===== src/core/cte_pkg.sv =====
package cte_pkg;

  // ----------------------------------------------------------------
  // register map, byte addresses on the wishbone slave
  // ----------------------------------------------------------------
  localparam logic [7:0] ADR_CTRL   = 8'h00;
  localparam logic [7:0] ADR_STATUS = 8'h04;
  localparam logic [7:0] ADR_PC     = 8'h08;
  localparam logic [7:0] ADR_ACC_D  = 8'h0c;
  localparam logic [7:0] ADR_ACC_E  = 8'h10;
  localparam logic [7:0] ADR_IX     = 8'h14;
  localparam logic [7:0] ADR_IY     = 8'h18;
  localparam logic [7:0] ADR_IZ     = 8'h1c;
  localparam logic [7:0] ADR_SP     = 8'h20;
  localparam logic [7:0] ADR_EXT    = 8'h24;
  localparam logic [7:0] ADR_AM_LO  = 8'h28;
  localparam logic [7:0] ADR_AM_HI  = 8'h2c;
  localparam logic [7:0] ADR_FLAGS  = 8'h30;

  // ----------------------------------------------------------------
  // field positions
  // ----------------------------------------------------------------
  localparam int CTRL_STEP_BIT   = 0;
  localparam int STAT_BUSY_BIT   = 0;
  localparam int STAT_ILLEGAL_BIT = 1;
  localparam int STAT_CYC_LSB    = 8;
  localparam int FLG_MV  = 14;
  localparam int FLG_EV  = 12;
  localparam int FLG_N   = 11;
  localparam int FLG_Z   = 10;
  localparam int FLG_V   = 9;
  localparam int FLG_C   = 8;
  localparam int FLG_SM  = 4;

  // ----------------------------------------------------------------
  // reset values, opcodes, constants
  // ----------------------------------------------------------------
  localparam logic [15:0] FLAGS_RESET = 16'h0000;
  localparam logic [15:0] SAT_POS     = 16'h7fff;
  localparam logic [15:0] SAT_NEG     = 16'h8000;
  localparam logic [19:0] SP_STEP     = 20'h00002;
  localparam logic [7:0]  PAGE_17 = 8'h17;
  localparam logic [7:0]  PAGE_27 = 8'h27;
  localparam logic [7:0]  PAGE_37 = 8'h37;
  localparam logic [7:0]  CYC_SHORT = 8'h02;
  localparam logic [7:0]  CYC_LONG  = 8'h06;

  // ----------------------------------------------------------------
  // types
  // ----------------------------------------------------------------
  typedef enum logic [4:0] {
    OP_NONE, OP_MAC_TO_E_TRUNCATE, OP_MAC_TO_INDEX_AND_ACCUMS, OP_FLAGS_HIGH_TO_ACC_A,
    OP_FLAGS_TO_ACC_D, OP_EXT_TO_ACC_B, OP_MEMORY_BYTE_TEST, OP_MEMORY_WORD_TEST,
    OP_ACC_A_TEST, OP_ACC_B_TEST, OP_ACC_D_TEST, OP_ACC_E_TEST,
    OP_STACK_TO_INDEX, OP_INDEX_TO_STACK, OP_XINDEX_TO_INDEX
  } cte_op_t;

  typedef enum logic [1:0] {MODE_INH, MODE_IND8, MODE_IND16, MODE_EXT} cte_mode_t;

  typedef enum logic [6:0] {
    ST_IDLE = 7'b0000001,
    ST_OPC  = 7'b0000010,
    ST_OPC2 = 7'b0000100,
    ST_DEC  = 7'b0001000,
    ST_OPND = 7'b0010000,
    ST_MEM  = 7'b0100000,
    ST_EXEC = 7'b1000000
  } cte_state_t;

  typedef struct packed {
    logic [15:0] pc;
    logic [15:0] accD;
    logic [15:0] accE;
    logic [15:0] ix;
    logic [15:0] iy;
    logic [15:0] iz;
    logic [15:0] sp;
    logic [3:0]  ek;
    logic [3:0]  sk;
    logic [3:0]  zk;
    logic [3:0]  yk;
    logic [3:0]  xk;
    logic [35:0] macAccumulator;
    logic [15:0] conditionFlags;
  } cte_regs_t;

endpackage


===== src/core/cte_core.sv =====
// Design decisions made here: the Wishbone interface to the registers and the address map.
`timescale 1ns/1ns
// Behaviour
// RULE_01: 27B5 loads E with saturation if enabled and overflowed, else MAC bits 31:16.
// RULE_02: 27B3 puts sign-extended MAC 35:32 in X, 31:16 in E, 15:0 in D.
// RULE_03: 37FC copies flags high byte to A; 372C copies all flags to D.
// RULE_04: 37AF/37AC/37AD copy stack/X/Y extension into B low nibble, clear high nibble.
// RULE_05: byte test on memory sets N,Z, clears V,C; 8-bit, 16-bit or extended address.
// RULE_06: 3706/3716 test A or B: set N,Z, clear V and C, two cycles.
// RULE_07: 27F6/2776 test D or E: set N,Z, clear V and C, two cycles.
// RULE_08: word test reads two consecutive bytes, sets N,Z, clears V,C, six cycles.
// RULE_09: 274F/275F/276F load extended X/Y/Z with extended stack pointer plus two.
// RULE_10: 374E/375E load extended stack pointer with extended X or Y minus two.
// RULE_11: 275C/276C copy extended X, extension included, into extended Y or Z.
// RULE_12: saturation enable and both overflow indicators live in the flags register.
// RULE_13: first byte 17, 27 or 37 is a page prefix; second byte then fetched.
module cte_core
  import cte_pkg::*;
(
  input  wire logic        core_clk,
  input  wire logic        arst_n,
  input  wire logic        wb_cyc_i,
  input  wire logic        wb_stb_i,
  input  wire logic        wb_we_i,
  input  wire logic [7:0]  wb_adr_i,
  input  wire logic [3:0]  wb_sel_i,
  input  wire logic [31:0] wb_dat_i,
  output logic      [31:0] wb_dat_o,
  output logic             wb_ack_o,
  output logic             fetchReq,
  output logic      [15:0] fetchAddr,
  input  wire logic        fetchValid,
  input  wire logic [7:0]  fetchByte,
  output logic             memReq,
  output logic      [19:0] memAddr,
  input  wire logic        memValid,
  input  wire logic [7:0]  memByte
);

  // ----------------------------------------------------------------
  // helpers
  // ----------------------------------------------------------------
  // byte-lane merge for wishbone writes
  function automatic logic [31:0] laneMerge(input logic [31:0] old, input logic [31:0] wr,
                                            input logic [3:0] sel);
    logic [31:0] res;
    res = old;
    for (int i = 0; i < 4; i++)
      if (sel[i])
        res[i*8 +: 8] = wr[i*8 +: 8];
    return res;
  endfunction

  // zero-or-minus test: n,z from operand, v,c cleared
  function automatic logic [15:0] testFlags(input logic [15:0] flg, input logic neg, input logic zero);
    logic [15:0] res;
    res = flg;
    res[FLG_N] = neg;
    res[FLG_Z] = zero;
    res[FLG_V] = 1'b0;
    res[FLG_C] = 1'b0;
    return res;
  endfunction

  // opcode to operation, page byte in the upper half
  function automatic cte_op_t decodeOp(input logic [15:0] code);
    cte_op_t op;
    op = OP_NONE;
    case (code)
      16'h27b5:                                 op = OP_MAC_TO_E_TRUNCATE;
      16'h27b3:                                 op = OP_MAC_TO_INDEX_AND_ACCUMS;
      16'h37fc:                                 op = OP_FLAGS_HIGH_TO_ACC_A;
      16'h372c:                                 op = OP_FLAGS_TO_ACC_D;
      16'h37af, 16'h37ac, 16'h37ad:             op = OP_EXT_TO_ACC_B;
      16'h0006, 16'h0016, 16'h0026,
      16'h1706, 16'h1716, 16'h1726, 16'h1736:   op = OP_MEMORY_BYTE_TEST;
      16'h2706, 16'h2716, 16'h2726, 16'h2736:   op = OP_MEMORY_WORD_TEST;
      16'h3706:                                 op = OP_ACC_A_TEST;
      16'h3716:                                 op = OP_ACC_B_TEST;
      16'h27f6:                                 op = OP_ACC_D_TEST;
      16'h2776:                                 op = OP_ACC_E_TEST;
      16'h274f, 16'h275f, 16'h276f:             op = OP_STACK_TO_INDEX;
      16'h374e, 16'h375e:                       op = OP_INDEX_TO_STACK;
      16'h275c, 16'h276c:                       op = OP_XINDEX_TO_INDEX;
      default:                                  op = OP_NONE;
    endcase
    return op;
  endfunction

  // ----------------------------------------------------------------
  // state
  // ----------------------------------------------------------------
  cte_regs_t   regs_reg,    regs_next;
  cte_state_t  state_reg,   state_next;
  logic [15:0] code_reg,    code_next;
  logic [15:0] opnd_reg,    opnd_next;
  logic [15:0] memData_reg, memData_next;
  logic [19:0] ea_reg,      ea_next;
  logic [1:0]  left_reg,    left_next;
  logic [7:0]  cnt_reg,     cnt_next;
  logic [7:0]  lastCyc_reg, lastCyc_next;
  logic        illegal_reg, illegal_next;
  logic        ack_reg,     ack_next;
  logic [31:0] rdat_reg,    rdat_next;

  logic        busAccess;
  logic        stepReq;
  cte_op_t     op;
  cte_mode_t   mode;
  logic [7:0]  needCyc;
  logic [19:0] baseAddr;
  logic [19:0] spExt;
  logic [19:0] xExt;
  logic [19:0] srcExt;
  logic [15:0] satSel;
  logic [3:0]  extSel;
  logic [31:0] wrWord;

  // ----------------------------------------------------------------
  // decode of the held code
  // ----------------------------------------------------------------
  always_comb
  begin
    op = decodeOp(code_reg);
    // bits 5:4 of the code pick X, Y, Z or extended
    if (code_reg[15:8] == 8'h00)
      mode = MODE_IND8;
    else if (code_reg[5:4] == 2'b11)
      mode = MODE_EXT;
    else
      mode = MODE_IND16;
    if (op != OP_MEMORY_BYTE_TEST && op != OP_MEMORY_WORD_TEST)
      mode = MODE_INH;
    needCyc = (op == OP_MEMORY_BYTE_TEST || op == OP_MEMORY_WORD_TEST
               || op == OP_MAC_TO_INDEX_AND_ACCUMS) ? CYC_LONG : CYC_SHORT;
    unique case (code_reg[5:4])
      2'b00:   baseAddr = {regs_reg.xk, regs_reg.ix};
      2'b01:   baseAddr = {regs_reg.yk, regs_reg.iy};
      2'b10:   baseAddr = {regs_reg.zk, regs_reg.iz};
      2'b11:   baseAddr = {regs_reg.ek, 16'h0000};
    endcase
    spExt  = {regs_reg.sk, regs_reg.sp};
    xExt   = {regs_reg.xk, regs_reg.ix};
    srcExt = code_reg[4] ? {regs_reg.yk, regs_reg.iy} : xExt;
    satSel = regs_reg.macAccumulator[35] ? SAT_NEG : SAT_POS;
    unique case (code_reg[1:0])
      2'b11:   extSel = regs_reg.sk;
      2'b00:   extSel = regs_reg.xk;
      2'b01:   extSel = regs_reg.yk;
      2'b10:   extSel = regs_reg.zk;
    endcase
  end

  // ----------------------------------------------------------------
  // bus access and port outputs
  // ----------------------------------------------------------------
  assign busAccess = wb_cyc_i && wb_stb_i && !ack_reg;
  assign stepReq   = busAccess && wb_we_i && wb_adr_i == ADR_CTRL && wb_sel_i[0] && wb_dat_i[CTRL_STEP_BIT];
  assign wb_ack_o  = ack_reg;
  assign wb_dat_o  = rdat_reg;
  assign fetchReq  = state_reg == ST_OPC || state_reg == ST_OPC2 || state_reg == ST_OPND;
  assign fetchAddr = regs_reg.pc;
  assign memReq    = state_reg == ST_MEM;
  assign memAddr   = ea_reg;

  // ----------------------------------------------------------------
  // sequencer and execution
  // ----------------------------------------------------------------
  always_comb
  begin
    regs_next    = regs_reg;
    state_next   = state_reg;
    code_next    = code_reg;
    opnd_next    = opnd_reg;
    memData_next = memData_reg;
    ea_next      = ea_reg;
    left_next    = left_reg;
    lastCyc_next = lastCyc_reg;
    illegal_next = illegal_reg;
    cnt_next     = (state_reg == ST_IDLE) ? 8'h00 : cnt_reg + 8'h01;
    wrWord       = 32'h0000_0000;
    unique case (state_reg)
      ST_IDLE:
      begin
        if (stepReq)
        begin
          illegal_next = 1'b0;
          state_next   = ST_OPC;
        end
      end
      ST_OPC:
      begin
        if (fetchValid)
        begin
          regs_next.pc = regs_reg.pc + 16'h0001;
          code_next    = {8'h00, fetchByte};
          // page prefix means a second opcode byte follows
          if (fetchByte == PAGE_17 || fetchByte == PAGE_27 || fetchByte == PAGE_37) // [RULE_13]
            state_next = ST_OPC2;
          else
            state_next = ST_DEC;
        end
      end
      ST_OPC2:
      begin
        if (fetchValid)
        begin
          regs_next.pc = regs_reg.pc + 16'h0001;
          code_next    = {code_reg[7:0], fetchByte}; // [RULE_13]
          state_next   = ST_DEC;
        end
      end
      ST_DEC:
      begin
        opnd_next = 16'h0000;
        left_next = (mode == MODE_IND8) ? 2'd1 : 2'd2;
        if (op == OP_NONE)
        begin
          // unknown code: flag it, record the cycle count and stop; no register is written
          illegal_next = 1'b1;
          lastCyc_next = cnt_next;
          state_next   = ST_IDLE;
        end
        else if (mode == MODE_INH)
          state_next = ST_EXEC;
        else
          state_next = ST_OPND;
      end
      ST_OPND:
      begin
        if (fetchValid)
        begin
          regs_next.pc = regs_reg.pc + 16'h0001;
          opnd_next    = {opnd_reg[7:0], fetchByte};
          left_next    = left_reg - 2'd1;
          if (left_reg == 2'd1)
          begin
            // 8-bit offset unsigned, 16-bit offset signed, extended takes the bank field
            unique case (mode)
              MODE_IND8:  ea_next = baseAddr + {12'h000, fetchByte}; // [RULE_05]
              MODE_IND16: ea_next = baseAddr + {{4{opnd_reg[7]}}, opnd_reg[7:0], fetchByte};
              MODE_EXT:   ea_next = {regs_reg.ek, opnd_reg[7:0], fetchByte};
              MODE_INH:   ea_next = ea_reg;
            endcase
            left_next  = (op == OP_MEMORY_WORD_TEST) ? 2'd2 : 2'd1;
            state_next = ST_MEM;
          end
        end
      end
      ST_MEM:
      begin
        if (memValid)
        begin
          // high byte at the lower address comes first
          memData_next = {memData_reg[7:0], memByte}; // [RULE_08]
          ea_next      = ea_reg + 20'h00001;
          left_next    = left_reg - 2'd1;
          if (left_reg == 2'd1)
            state_next = ST_EXEC;
        end
      end
      ST_EXEC:
      begin
        // hold here until the instruction's cycle count is reached
        if (cnt_next >= needCyc)
        begin
          lastCyc_next = cnt_next;
          state_next   = ST_IDLE;
          unique case (op)
            OP_MAC_TO_E_TRUNCATE:
              if (regs_reg.conditionFlags[FLG_SM]
                  && (regs_reg.conditionFlags[FLG_EV] || regs_reg.conditionFlags[FLG_MV])) // [RULE_12]
                regs_next.accE = satSel; // [RULE_01]
              else
                regs_next.accE = regs_reg.macAccumulator[31:16]; // [RULE_01]
            OP_MAC_TO_INDEX_AND_ACCUMS:
            begin
              regs_next.ix   = {{12{regs_reg.macAccumulator[35]}}, regs_reg.macAccumulator[35:32]}; // [RULE_02]
              regs_next.accE = regs_reg.macAccumulator[31:16]; // [RULE_02]
              regs_next.accD = regs_reg.macAccumulator[15:0];
            end
            OP_FLAGS_HIGH_TO_ACC_A:
              regs_next.accD[15:8] = regs_reg.conditionFlags[15:8]; // [RULE_03]
            OP_FLAGS_TO_ACC_D:
              regs_next.accD = regs_reg.conditionFlags; // [RULE_03]
            OP_EXT_TO_ACC_B:
              regs_next.accD[7:0] = {4'h0, extSel}; // [RULE_04]
            OP_MEMORY_BYTE_TEST:
              regs_next.conditionFlags = testFlags(regs_reg.conditionFlags, memData_reg[7],
                                                   memData_reg[7:0] == 8'h00); // [RULE_05]
            OP_MEMORY_WORD_TEST:
              regs_next.conditionFlags = testFlags(regs_reg.conditionFlags, memData_reg[15],
                                                   memData_reg == 16'h0000); // [RULE_08]
            OP_ACC_A_TEST:
              regs_next.conditionFlags = testFlags(regs_reg.conditionFlags, regs_reg.accD[15],
                                                   regs_reg.accD[15:8] == 8'h00); // [RULE_06]
            OP_ACC_B_TEST:
              regs_next.conditionFlags = testFlags(regs_reg.conditionFlags, regs_reg.accD[7],
                                                   regs_reg.accD[7:0] == 8'h00); // [RULE_06]
            OP_ACC_D_TEST:
              regs_next.conditionFlags = testFlags(regs_reg.conditionFlags, regs_reg.accD[15],
                                                   regs_reg.accD == 16'h0000); // [RULE_07]
            OP_ACC_E_TEST:
              regs_next.conditionFlags = testFlags(regs_reg.conditionFlags, regs_reg.accE[15],
                                                   regs_reg.accE == 16'h0000); // [RULE_07]
            OP_STACK_TO_INDEX:
              unique case (code_reg[5:4])
                2'b00:   {regs_next.xk, regs_next.ix} = spExt + SP_STEP; // [RULE_09]
                2'b01:   {regs_next.yk, regs_next.iy} = spExt + SP_STEP; // [RULE_09]
                default: {regs_next.zk, regs_next.iz} = spExt + SP_STEP; // [RULE_09]
              endcase
            OP_INDEX_TO_STACK:
              {regs_next.sk, regs_next.sp} = srcExt - SP_STEP; // [RULE_10]
            OP_XINDEX_TO_INDEX:
              if (code_reg[5:4] == 2'b01)
                {regs_next.yk, regs_next.iy} = xExt; // [RULE_11]
              else
                {regs_next.zk, regs_next.iz} = xExt; // [RULE_11]
            OP_NONE:
              illegal_next = 1'b1;
          endcase
        end
      end
    endcase
    // software writes land only while the core is idle, so no race with execution
    if (busAccess && wb_we_i && state_reg == ST_IDLE)
    begin
      unique case (wb_adr_i)
        ADR_PC:    regs_next.pc   = 16'(laneMerge({16'h0000, regs_reg.pc}, wb_dat_i, wb_sel_i));
        ADR_ACC_D: regs_next.accD = 16'(laneMerge({16'h0000, regs_reg.accD}, wb_dat_i, wb_sel_i));
        ADR_ACC_E: regs_next.accE = 16'(laneMerge({16'h0000, regs_reg.accE}, wb_dat_i, wb_sel_i));
        ADR_IX:    regs_next.ix   = 16'(laneMerge({16'h0000, regs_reg.ix}, wb_dat_i, wb_sel_i));
        ADR_IY:    regs_next.iy   = 16'(laneMerge({16'h0000, regs_reg.iy}, wb_dat_i, wb_sel_i));
        ADR_IZ:    regs_next.iz   = 16'(laneMerge({16'h0000, regs_reg.iz}, wb_dat_i, wb_sel_i));
        ADR_SP:    regs_next.sp   = 16'(laneMerge({16'h0000, regs_reg.sp}, wb_dat_i, wb_sel_i));
        ADR_EXT:
        begin
          wrWord = laneMerge({12'h000, regs_reg.ek, regs_reg.sk, regs_reg.zk, regs_reg.yk, regs_reg.xk},
                             wb_dat_i, wb_sel_i);
          {regs_next.ek, regs_next.sk, regs_next.zk, regs_next.yk, regs_next.xk} = wrWord[19:0];
        end
        ADR_AM_LO: regs_next.macAccumulator[31:0] = laneMerge(regs_reg.macAccumulator[31:0], wb_dat_i, wb_sel_i);
        ADR_AM_HI:
        begin
          wrWord = laneMerge({28'h0000000, regs_reg.macAccumulator[35:32]}, wb_dat_i, wb_sel_i);
          regs_next.macAccumulator[35:32] = wrWord[3:0];
        end
        ADR_FLAGS: regs_next.conditionFlags = 16'(laneMerge({16'h0000, regs_reg.conditionFlags}, wb_dat_i, wb_sel_i));
        default:   wrWord = 32'h0000_0000;
      endcase
    end
  end

  // ----------------------------------------------------------------
  // wishbone answer: one wait state, unmapped reads return zero
  // ----------------------------------------------------------------
  always_comb
  begin
    ack_next  = busAccess;
    rdat_next = rdat_reg;
    if (busAccess && !wb_we_i)
    begin
      unique case (wb_adr_i)
        ADR_STATUS: rdat_next = {16'h0000, lastCyc_reg, 6'h00, illegal_reg, state_reg != ST_IDLE};
        ADR_PC:     rdat_next = {16'h0000, regs_reg.pc};
        ADR_ACC_D:  rdat_next = {16'h0000, regs_reg.accD};
        ADR_ACC_E:  rdat_next = {16'h0000, regs_reg.accE};
        ADR_IX:     rdat_next = {16'h0000, regs_reg.ix};
        ADR_IY:     rdat_next = {16'h0000, regs_reg.iy};
        ADR_IZ:     rdat_next = {16'h0000, regs_reg.iz};
        ADR_SP:     rdat_next = {16'h0000, regs_reg.sp};
        ADR_EXT:    rdat_next = {12'h000, regs_reg.ek, regs_reg.sk, regs_reg.zk, regs_reg.yk, regs_reg.xk};
        ADR_AM_LO:  rdat_next = regs_reg.macAccumulator[31:0];
        ADR_AM_HI:  rdat_next = {28'h0000000, regs_reg.macAccumulator[35:32]};
        ADR_FLAGS:  rdat_next = {16'h0000, regs_reg.conditionFlags};
        default:    rdat_next = 32'h0000_0000;
      endcase
    end
  end

  // ----------------------------------------------------------------
  // registers
  // ----------------------------------------------------------------
  always_ff @(posedge core_clk or negedge arst_n)
  begin
    if (!arst_n)
    begin
      regs_reg    <= '{conditionFlags: FLAGS_RESET, default: '0};
      state_reg   <= ST_IDLE;
      code_reg    <= 16'h0000;
      opnd_reg    <= 16'h0000;
      memData_reg <= 16'h0000;
      ea_reg      <= 20'h00000;
      left_reg    <= 2'd0;
      cnt_reg     <= 8'h00;
      lastCyc_reg <= 8'h00;
      illegal_reg <= 1'b0;
      ack_reg     <= 1'b0;
      rdat_reg    <= 32'h0000_0000;
    end
    else
    begin
      regs_reg    <= regs_next;
      state_reg   <= state_next;
      code_reg    <= code_next;
      opnd_reg    <= opnd_next;
      memData_reg <= memData_next;
      ea_reg      <= ea_next;
      left_reg    <= left_next;
      cnt_reg     <= cnt_next;
      lastCyc_reg <= lastCyc_next;
      illegal_reg <= illegal_next;
      ack_reg     <= ack_next;
      rdat_reg    <= rdat_next;
    end
  end

endmodule


===== config.mk =====
export PLATFORM = sky130hd
export DESIGN_NAME = cte_core
export DESIGN_NICKNAME = d
export VERILOG_FILES = /design/src/core/cte_pkg.sv /design/src/core/cte_core.sv
export SDC_FILE = /design/constraint.sdc
export NUM_CORES = 1
export LEC_CHECK = 0
export BUFFER_PORTS_ARGS = -buffer_cell sky130_fd_sc_hd__buf_4
export CAP_MARGIN = 10
export CORE_UTILIZATION = 45
export CTS_CLUSTER_SIZE = 40
export DETAILED_ROUTE_END_ITERATION = 10
export SETUP_SLACK_MARGIN = 0.02
export SLEW_MARGIN = 10
export SYNTH_ARGS = -nofsm -noshare
export SYNTH_HDL_FRONTEND = slang
export SYNTH_SLANG_ARGS = --single-unit

===== constraint.sdc =====
create_clock -name core_clk -period 6.2 [get_ports core_clk]
set_clock_uncertainty 0.15 [all_clocks]
set_input_delay 0.62 -clock core_clk [delete_from_list [all_inputs] [get_ports core_clk]]
set_output_delay 0.62 -clock core_clk [all_outputs]
set_load 0.01 [all_outputs]

Yosys cells after proc, flatten, opt, wreduce, memory -nomap -nowiden
Cells that the tools add are included.

$add $sub $neg: 8. Multipliers: 0. Div/mod/pow operators: 0. Magnitude comparators: 1. Eq/ne operators: 106. Shift operators: 0. Multiplexer cells: 95. Bitwise gates (word level): 0. Reduce and logical (&&, ||, !) cells: 60.

Operators with widths (count): 32-bit one-hot mux with 12 select lines (1); 16-bit by 14-bit == test with 1-bit output, second input constant (22); 16-bit two-way mux (22); 96-bit two-way mux (2); 184-bit two-way mux (1); 20-bit two-way mux (5); 16-bit one-hot mux with 2 select lines (3); 8-bit two-way mux (10); 20-bit one-hot mux with 4 select lines (1); 12-bit one-hot mux with 6 select lines (1); 7-bit two-way mux (10); 16-bit by 13-bit == test with 1-bit output, second input constant (4); 32-bit one-hot mux with 2 select lines (1); 8-bit one-hot mux with 2 select lines (4); 20-bit one-hot mux with 3 select lines (1); 8-bit by 6-bit == test with 1-bit output, second input constant (7); 4-bit one-hot mux with 14 select lines (1); 3-bit != test, second input constant (18); 7-bit one-hot mux with 7 select lines (1); 16-bit logical NOT (3); 4-bit two-way mux (11); 8-bit by 5-bit == test with 1-bit output, second input constant (5); 8-bit logical NOT (5); 20-bit one-hot mux with 2 select lines (1); other kinds (55) (130).

Register bits: 303. Bits in latches: 0. Bits in writable memories: 0. Memory bits (read-only): 0. Input port bits: 67. Output and inout port bits: 71. Word-level logic and storage cells: 307. Memories: 0.

Logic depth before layout (Yosys ltp)
Gate-level depths: netlist of the first run.

Depth in word-level cells: 12. Mapped depth: 17.

Worst setup path before layout of the first run
No wires, ideal clock.

Path kind: flip-flop to flip-flop. Start: register code_reg[13]. End: register ea_reg[15], in the netlist memAddr[15]. Library setup time: 82 ps. Data arrival time: 3926 ps. Required time: 5968 ps. Path slack: 2042 ps. Stages on the path, launching flop included: 17. Period minus slack after synthesis: 4158 ps. Cells stage by stage: dfrtp_1 clkbuf_2 or4_4 nor4_4 o21ai_0 o21ai_0 nand2_1 nor2_1 and2_1 ha_1 a2111o_1 o21ai_0 nand2_1 a211oi_1 xnor2_1 mux2_2 o22ai_1.

Word-level cells in the longest chain between the ends: 11. Elaborated cells on any way between the ends: 52.

Ends and longest elaborated chain: start: declaration (RTL line cte_core.sv:95) `logic [15:0] code_reg, code_next;`; start signal: assignment (RTL line cte_core.sv:405) `code_reg <= code_next;`; 16-bit by 3-bit == test with 1-bit output (tied with other cells) (RTL line cte_core.sv:69) `case (code)`; 7-bit OR reduction (tied with other cells) (RTL line cte_core.sv:69); 4-bit one-hot mux with 14 select lines (RTL line cte_core.sv:69); 5-bit by 3-bit != test with 1-bit output (RTL line cte_core.sv:132) `if (op != OP_MEMORY_BYTE_TEST && op != OP_MEMORY_WORD_TEST)`; 1-bit logical AND (RTL line cte_core.sv:132); 2-bit two-way mux * (RTL line cte_core.sv:132); 2-bit == test / 2-bit by 1-bit == test with 1-bit output (equally long branches) (RTL line cte_core.sv:239) `unique case (mode)`; 20-bit one-hot mux with 3 select lines (RTL line cte_core.sv:239); 20-bit two-way mux (RTL line cte_core.sv:236) `if (left_reg == 2'd1)`; 20-bit two-way mux (RTL line cte_core.sv:231) `if (fetchValid)`; 20-bit one-hot mux with 2 select lines (RTL line cte_core.sv:182) `unique case (state_reg)`; end signal: assignment (RTL line cte_core.sv:408) `ea_reg <= ea_next;`; end: declaration (RTL line cte_core.sv:98) `logic [19:0] ea_reg, ea_next;`.

Mark *: on every way between the ends. The rest lies on a longest branch, timed or not. The select of a mux whose other input is x is not followed. A chain may end at the register's enable or synchronous reset.

Worst setup path in the final report of the first run
Start: register code_reg[12]. End: register ea_reg[15], in the netlist memAddr[15].

The elaborated chain is that of the path after synthesis.

==> summary.md, run 1 <==
| Metric | Value |
|---|---|
| Final core occ | `51.5%` |
| Clock slew at the register clock pins of the worst setup and hold paths | `0.06 ns` |
| Worst Setup EP | `memAddr[15]$_DFFE_PN0P_` |
| Initial Util | `45.6%` |
| Area delta synth->final | `12.9%` |
| WL/cell | `27.1 um` |
| Pre-CTS WS | `1.54 ns` |
| CP required | `6.53 ns` |
| Tcrit/Tclk final | `76.4%` |
| Vias in the first global route | `18600` |
| Fill count | `4253` |
| Final Net Count | `2493` |
| Synth cell types | `95` |
| R2R cell count | `16` |
| Peak supply drop | `0.181 mV` |
| Max frequency | `211 MHz` |
| Hpwl dp | `58800 um` |
| Top-area cell type share of the netlist area | `37.5%` |
| Switching power | `0.00297 W` |
| Number of synthesized flops with an enable pin | `0` |
| Detailed Route Iter0 Violations | `2932` |
| Hold slack | `0.0958 ns` |
| Vias | `20200` |
| Core area | `0.0442 mm2` |
| Gr usage total | `35.8%` |
| Warnings, synthesis | `0` |
| Post-synth top area cell | `dfrtp_1` |
| Sw frac | `39.0%` |
| Tmin final | `4.74 ns` |
| DR pass1 iterations | `7` |
| Clk buf depth | `3` |
| FF-to-FF End | `memAddr[15]$_DFFE_PN0P_` |
| Setup violators final | `0` |
| Hold Path Class | `in2reg` |
| Pin count of the biggest net entering global routing | `146` |
| Clk pwr share | `31.7%` |
| # rows | `77` |
| Arrival time worst endpoint | `5.07 ns` |
| Grt total ovfl | `0` |
| Synth area leaders | `dfrtp_1, nand2_1, mux2i_1` |
| Multi-input combinational cell area | `0.0117 mm2` |
| Seq pwr share | `33.9%` |
| Async SR Flop Fraction | `100%` |
| Setup TNS | `0 ns` |
| I/O Buffers | `137` |
| Area of placed instances | `0.0214 mm2` |
| Crit Path Max Fanout | `14` |
| HP Start | `memByte[3]` |
| Post-synthesis cell area | `0.0201 mm2` |
| Startpoint Class | `flop` |
| R2r setup slk | `1.46 ns` |
| Clock latency on the worst-skew pair | `0.58 ns` |
| Worst-margin pin slew | `1.23 ns` |
| Antenna Nets Post-Route | `0` |
| Yosys reg bits | `303` |
| Drt drc | `0` |
| Worst Setup Slack, final | `1.46 ns` |
| Slew Limit Fails | `0` |
| Drt total wl | `81900 um` |
| Gate power share | `34.4%` |
| RR Startpoint | `code_reg[12]$_DFFE_PN0P_` |
| H-tree level count | `2` |
| Vias per inst | `6.68` |
| IO Pins | `138` |
| Critical path class | `reg2reg` |
| Maxcap violations | `0` |
| Max reg flops | `168` |
| Mean area per synthesized cell | `8.48 um2` |
| Status | `complete, no violations` |
| Ratio of cells with drive above 1 in the final layout | `14.6%` |
| Power Internal | `0.00464 W` |
| Critical Path Source | `code_reg[12]$_DFFE_PN0P_` |
| Max-Slew Margin vs Limit | `17.6%` |
| RSZ-0062 raised after global routing | `no` |
| CTS buffer count | `38` |
| Cell Pwr Density | `335 mW/mm2` |
| Top FF cell, synth | `dfrtp_1` |
| Leakage | `9.82 nW` |
| Sequential share of the synthesized area | `37.6%` |
| Post-layout instance area | `0.0228 mm2` |
| Die ar. | `0.0456 mm2` |
| Final Wtd Congestion | `1.00` |
| Root Buffer | `clkbuf_16` |
| Antenna violations before repair | `1` |
| Post-Synthesis Cells | `2377` |
| Die Wd | `214 um` |
| TritonCTS clock tree | `done` |
| Worst Setup End Kind | `flop` |
| Chip Height | `214 um` |
| CTS sink count | `303` |
| Post-Syn Nets | `2468` |
| Hold violation total from the final report | `0` |
| Global-route wire length before repair | `121000 um` |
| Flip-flop and latch area | `0.00759 mm2` |
metal layers:
metal  routed length [um]  track usage (%)  part of all wire [%]  vias to the layer above
met2                35200             52.2                    43                     1181
li1                     -                -                     -                     8832
met5                   19                0                 0.023                        -
met1                34400             50.6                    42                     9934
met4                 4370             17.7                   5.3                        2
met3                 7870             6.93                   9.6                      237
worst min path at each step:
stage,depth (start not counted),end,slack [ns]
global route,3,memData_reg[3]$_DFFE_PN0P_,0.11
detailed placement,2,memData_reg[11]$_DFFE_PN0P_,0.31
global placement,2,memData_reg[12]$_DFFE_PN0P_,0.31
finish,3,memData_reg[3]$_DFFE_PN0P_,0.1
floorplan,0,cnt_reg[0]$_DFF_PN0_,0.17
CTS,3,memData_reg[3]$_DFFE_PN0P_,0.08
cell type report:
class / count / area share (%)
Antenna cell: 1 / 0.0110
Clock buffer: 48 / 4.57
Clock inverter: 17 / 1.20
Inverter: 33 / 0.544
Multi-Input combinational cell: 1853 / 51.3
Sequential cell: 303 / 33.3
Tap cell: 592 / 3.25
Timing Repair Buffer: 173 / 5.81
per-stage QoR:
| step | power, W | instances |
|---|---|---|
| 2_1_floorplan | 0.00432 | 2377 |
| 3_3_place_gp | 0.00510 | 2953 |
| 3_5_place_dp | 0.00515 | 2953 |
| 4_1_cts | 0.00756 | 3019 |
| 5_1_grt | 0.00795 | 3019 |
| 6_report | 0.00761 | 3020 |
power by group through the flow:
stage          Sequential (W)  Combinational [W]  Clock (W)
2_1_floorplan         0.00238            0.00193          0
3_3_place_gp          0.00258            0.00252          0
3_5_place_dp          0.00259            0.00256          0
4_1_cts               0.00256            0.00257    0.00243
5_1_grt               0.00260            0.00284    0.00250
6_report              0.00258            0.00262    0.00241
critical path: stages, from the launching register on:
cell      delay [ns]
dfrtp_1         0.51
or4_4           0.60
nor4_4          0.27
o21ai_0         0.16
o21ai_0         0.11
buf_4           0.17
nand2_1         0.07
nor2_1          0.32
and2_1          0.19
ha_1            0.30
a2111o_1        0.39
o21ai_0         0.17
nand2_1         0.17
a211oi_1        0.37
xnor2_1         0.19
mux2_2          0.36
o22ai_1         0.13
kinds of logic (layout without fill, tap and decap cells):
kind of cell / Yosys count / count (layout) / share of synthesized area, %
simple gates: 912 / 912 / 21.6
compound gates: 690 / 690 / 22.7
flops: 303 / 303 / 37.6
buf+inv: 221 / 271 / 4.65
mux: 169 / 169 / 9.26
xor+xnor: 57 / 57 / 2.48
fa+ha+maj: 25 / 25 / 1.58
other cells: 0 / 1 / 0
synthesized netlist by cell type, types with 23 or more instances:
library cell	n
a21o_1	31
a21oi_1	139
a221oi_1	34
a22oi_1	57
a31oi_1	37
and3_1	52
clkbuf_1	125
dfrtp_1	302
ha_1	23
inv_1	33
mux2_2	69
mux2i_1	93
nand2_1	376
nand3_1	115
nor2_1	147
nor3_1	57
nor4_1	28
o211ai_1	29
o21ai_0	163
o22ai_1	36
xnor2_1	24
xor2_1	33
repair_timing:
action / CTS / global route
resized for setup: 0 / 0
endpoints found under the hold margin: 80 / 0
hold buffers: 1 / 0
buffers inserted: 0 / 0
cells in the final DEF, fill, tap and decap left out, drive strengths merged, types with 37 or more instances in the layout:
master  instances
a22oi          57
o21ai         172
nand2         376
nor2          147
and3           52
a21oi         140
inv            37
clkbuf         48
a31oi          38
mux2           69
nand3         116
mux2i          93
dfrtp         302
buf           172
nor3           61
No activity file was read; power rests on OpenSTA's default activity.
==> run 2: changes to the inputs <==
==> constraint.sdc (replaced) <==
create_clock -name core_clk -period 4.8 [get_ports core_clk]
set_clock_uncertainty 0.15 [all_clocks]
set_input_delay 0.48 -clock core_clk [delete_from_list [all_inputs] [get_ports core_clk]]
set_output_delay 0.48 -clock core_clk [all_outputs]
set_load 0.01 [all_outputs]
==> summary.md, run 2 (synthesized netlist as in run 1, its figures left out) <==
| Metric | Value |
|---|---|
| Arrival time worst endpoint | `4.87 ns (-0.20 ns)` |
| CP max-delay cell | `or4_4` |
| Commonest non-fill, non-tap cell in the layout | `nand2_1` |
| Status | `complete, no violations` |
| RSZ-0062 raised after global routing | `no` |
| Vias in the first global route | `18900 (+1.5%)` |
| Met1 GRT Util | `51.1% (+0.51 points)` |
| Power Internal | `0.00600 W (+29%)` |
| Worst path cell trace | `or4_4, nor4_4, o21ai_0, o21ai_0, buf_4, nor2_1, ha_1, a21o_1, o311a_1, buf_4, nand3_1, a31oi_1, o21ai_0` |
| Detailed Route Iter0 Violations | `2973 (+1.4%)` |
| Area delta synth->final | `15.1%` |
| Switching power | `0.00385 W (+30%)` |
| CP required | `5.09 ns (-1.44 ns)` |
| H-tree level count | `2 (unchanged)` |
| # rows | `77 (unchanged)` |
| Crit Path Max Fanout | `27 (+13)` |
| Clock slew at the register clock pins of the worst setup and hold paths | `0.06 ns (about the same)` |
| Antenna Nets Post-Route | `0 (unchanged)` |
| DR pass1 iterations | `6 (-1)` |
| Most frequent cells in the layout | `nand2_1, dfrtp_1, buf_4` |
| M3 GR Usage | `5.29% (-1.6 points)` |
| Pin count of the biggest net entering global routing | `116 (-21%)` |
| Chip Height | `214 um (unchanged)` |
| Vias | `20300 (+0.78%)` |
| WL/cell | `26.9 um (-0.91%)` |
| Hpwl dp | `59700 um (+1.5%)` |
| Clk pwr share | `31.0% (-0.7 points)` |
| Maxcap violations | `0 (unchanged)` |
| Pre-CTS WS | `0.271 ns (-1.27 ns)` |
| Max reg flops | `168 (unchanged)` |
| Die Wd | `214 um (unchanged)` |
| Critical Path Source | `code_reg[12]$_DFFE_PN0P_` |
| Clock latency on the worst-skew pair | `0.58 ns (about the same)` |
| Grt total ovfl | `0 (unchanged)` |
| Drt drc | `0 (unchanged)` |
| Leakage | `10.1 nW (+2.5%)` |
| Setup TNS | `0 ns (unchanged)` |
| Post-CTS setup buffers | `0 (unchanged)` |
| Worst Setup Slack, final | `0.220 ns (-1.24 ns)` |
| Cell mode on critical path | `o21ai_0` |
| Worst Setup End Kind | `flop` |
| Antenna violations before repair | `4 (+3)` |
| Final Wtd Congestion | `0.974 (-2.8%)` |
| Max stage delay on crit path | `0.59 ns (about the same)` |
| Setup violators final | `0 (unchanged)` |
| Hold path cells | `3 (unchanged)` |
| Root Buffer | `clkbuf_16` |
| Startpoint Class | `flop` |
| Final Net Count | `2541 (+1.9%)` |
| Cell Pwr Density | `425 mW/mm2 (+27%)` |
| Gr busiest metal | `met2` |
| Max frequency | `218 MHz (+3.4%)` |
| RR Startpoint | `code_reg[12]$_DFFE_PN0P_` |
| Die ar. | `0.0456 mm2 (unchanged)` |
| HP Start | `fetchByte[3]` |
| Gr usage total | `36.3% (+0.53 points)` |
| Ratio of cells with drive above 1 in the final layout | `15.4% (+0.78 points)` |
| Tmin final | `4.58 ns (-0.156 ns)` |
| Seq pwr share | `33.3% (-0.6 points)` |
| IO Pins | `138 (unchanged)` |
| Initial Util | `45.6% (unchanged)` |
| Tcrit/Tclk final | `95.4% (+19 points)` |
| Global-route wire length before repair | `123000 um (+1.4%)` |
| Peak supply drop | `0.294 mV (+62%)` |
| I/O Buffers | `137 (unchanged)` |
| Core area | `0.0442 mm2 (unchanged)` |
| Worst-margin pin slew | `1.17 ns (-0.0588 ns)` |
| CTS sink count | `303 (unchanged)` |
| CTS buffer count | `38 (unchanged)` |
| Sw frac | `39.1% (+0.12 points)` |
| Gate power share | `35.7% (+1.3 points)` |
| Met2 usage | `54.5% (+2.3 points)` |
| Clk buf depth | `3 (unchanged)` |
| Slew Limit Fails | `0 (unchanged)` |
| Drt total wl | `82500 um (+0.83%)` |
| Hold violation total from the final report | `0 (unchanged)` |
| Critical path class | `reg2reg` |
| TritonCTS clock tree | `done` |
| R2R cell count | `13 (-3)` |
| Vias per inst | `6.62 (-0.96%)` |
| Hold Path Class | `in2reg` |
| Max-Slew Margin vs Limit | `21.8% (+4.2 points)` |
[run 2: worst paths after layout]
kind | slack, ns | endpoint
max | 0.22 | regs_reg[105]$_DFFE_PN0P_
min | 0.05 | opnd_reg[3]$_DFFE_PN0P_
max reg2reg | 0.22 | regs_reg[105]$_DFFE_PN0P_
min reg2reg | 0.33 | wb_dat_o[11]$_DFFE_PN0P_
max in group asynchronous | 2.85 | wb_dat_o[16]$_DFFE_PN0P_
min in group asynchronous | 0.33 | memAddr[5]$_DFFE_PN0P_
[run 2: critical path, delay by kind of cell, from the launching register on]
family	cells	cell delay, ns
AOI/OAI and AO/OA	6	1.50
and+or+nand+nor	4	1.37
adders and majority gates	1	0.28
DFF	1	0.51
buffers and inverters	2	0.63
[run 2: final cells by class]
cell class	count	area, um2
Fill cell	4102	21000
Multi-Input combinational cell	1853	11700
Sequential cell	303	7590
Timing Repair Buffer	221	1750
Clock buffer	55	1110
Tap cell	592	741
Clock inverter	14	195
Inverter	33	124
Antenna cell	2	5.00
[run 2: power by group through the flow]
stage / Clock (W) / Sequential (W) / Combinational, W
after floorplan: 0 / 0.00308 / 0.00250
after global placement: 0 / 0.00329 / 0.00336
after detailed placement: 0 / 0.00330 / 0.00342
after CTS: 0.00310 / 0.00326 / 0.00345
after global routing: 0.00319 / 0.00331 / 0.00380
final: 0.00306 / 0.00328 / 0.00351
[run 2: repair_timing]
item                                    4_1_cts  5_1_grt
hold buffers                                 25        0
hold endpoints to repair                    138        0
endpoints found under the setup margin        0        1
gates resized for setup                       0        2
[run 2: routing by layer]
layer / wire length, um / share of wire [%]
met5: 0 / 0
met3: 7370 / 8.9
met4: 4500 / 5.5
met1: 34500 / 42
met2: 36100 / 44
[run 2: metrics by stage]
step                hold slack (ns)  std cells  utilization, %  power, W  cell area [um2]
global route                 0.0473       3071            52.4    0.0103            23200
floorplan                    0.0344       2377               -   0.00557            20100
detailed placement            0.318       2977            48.9   0.00672            21600
global placement              0.314       2977            48.9   0.00665            21600
CTS                          0.0370       3071            52.4   0.00980            23200
finish                       0.0532       3073            52.4   0.00985            23200
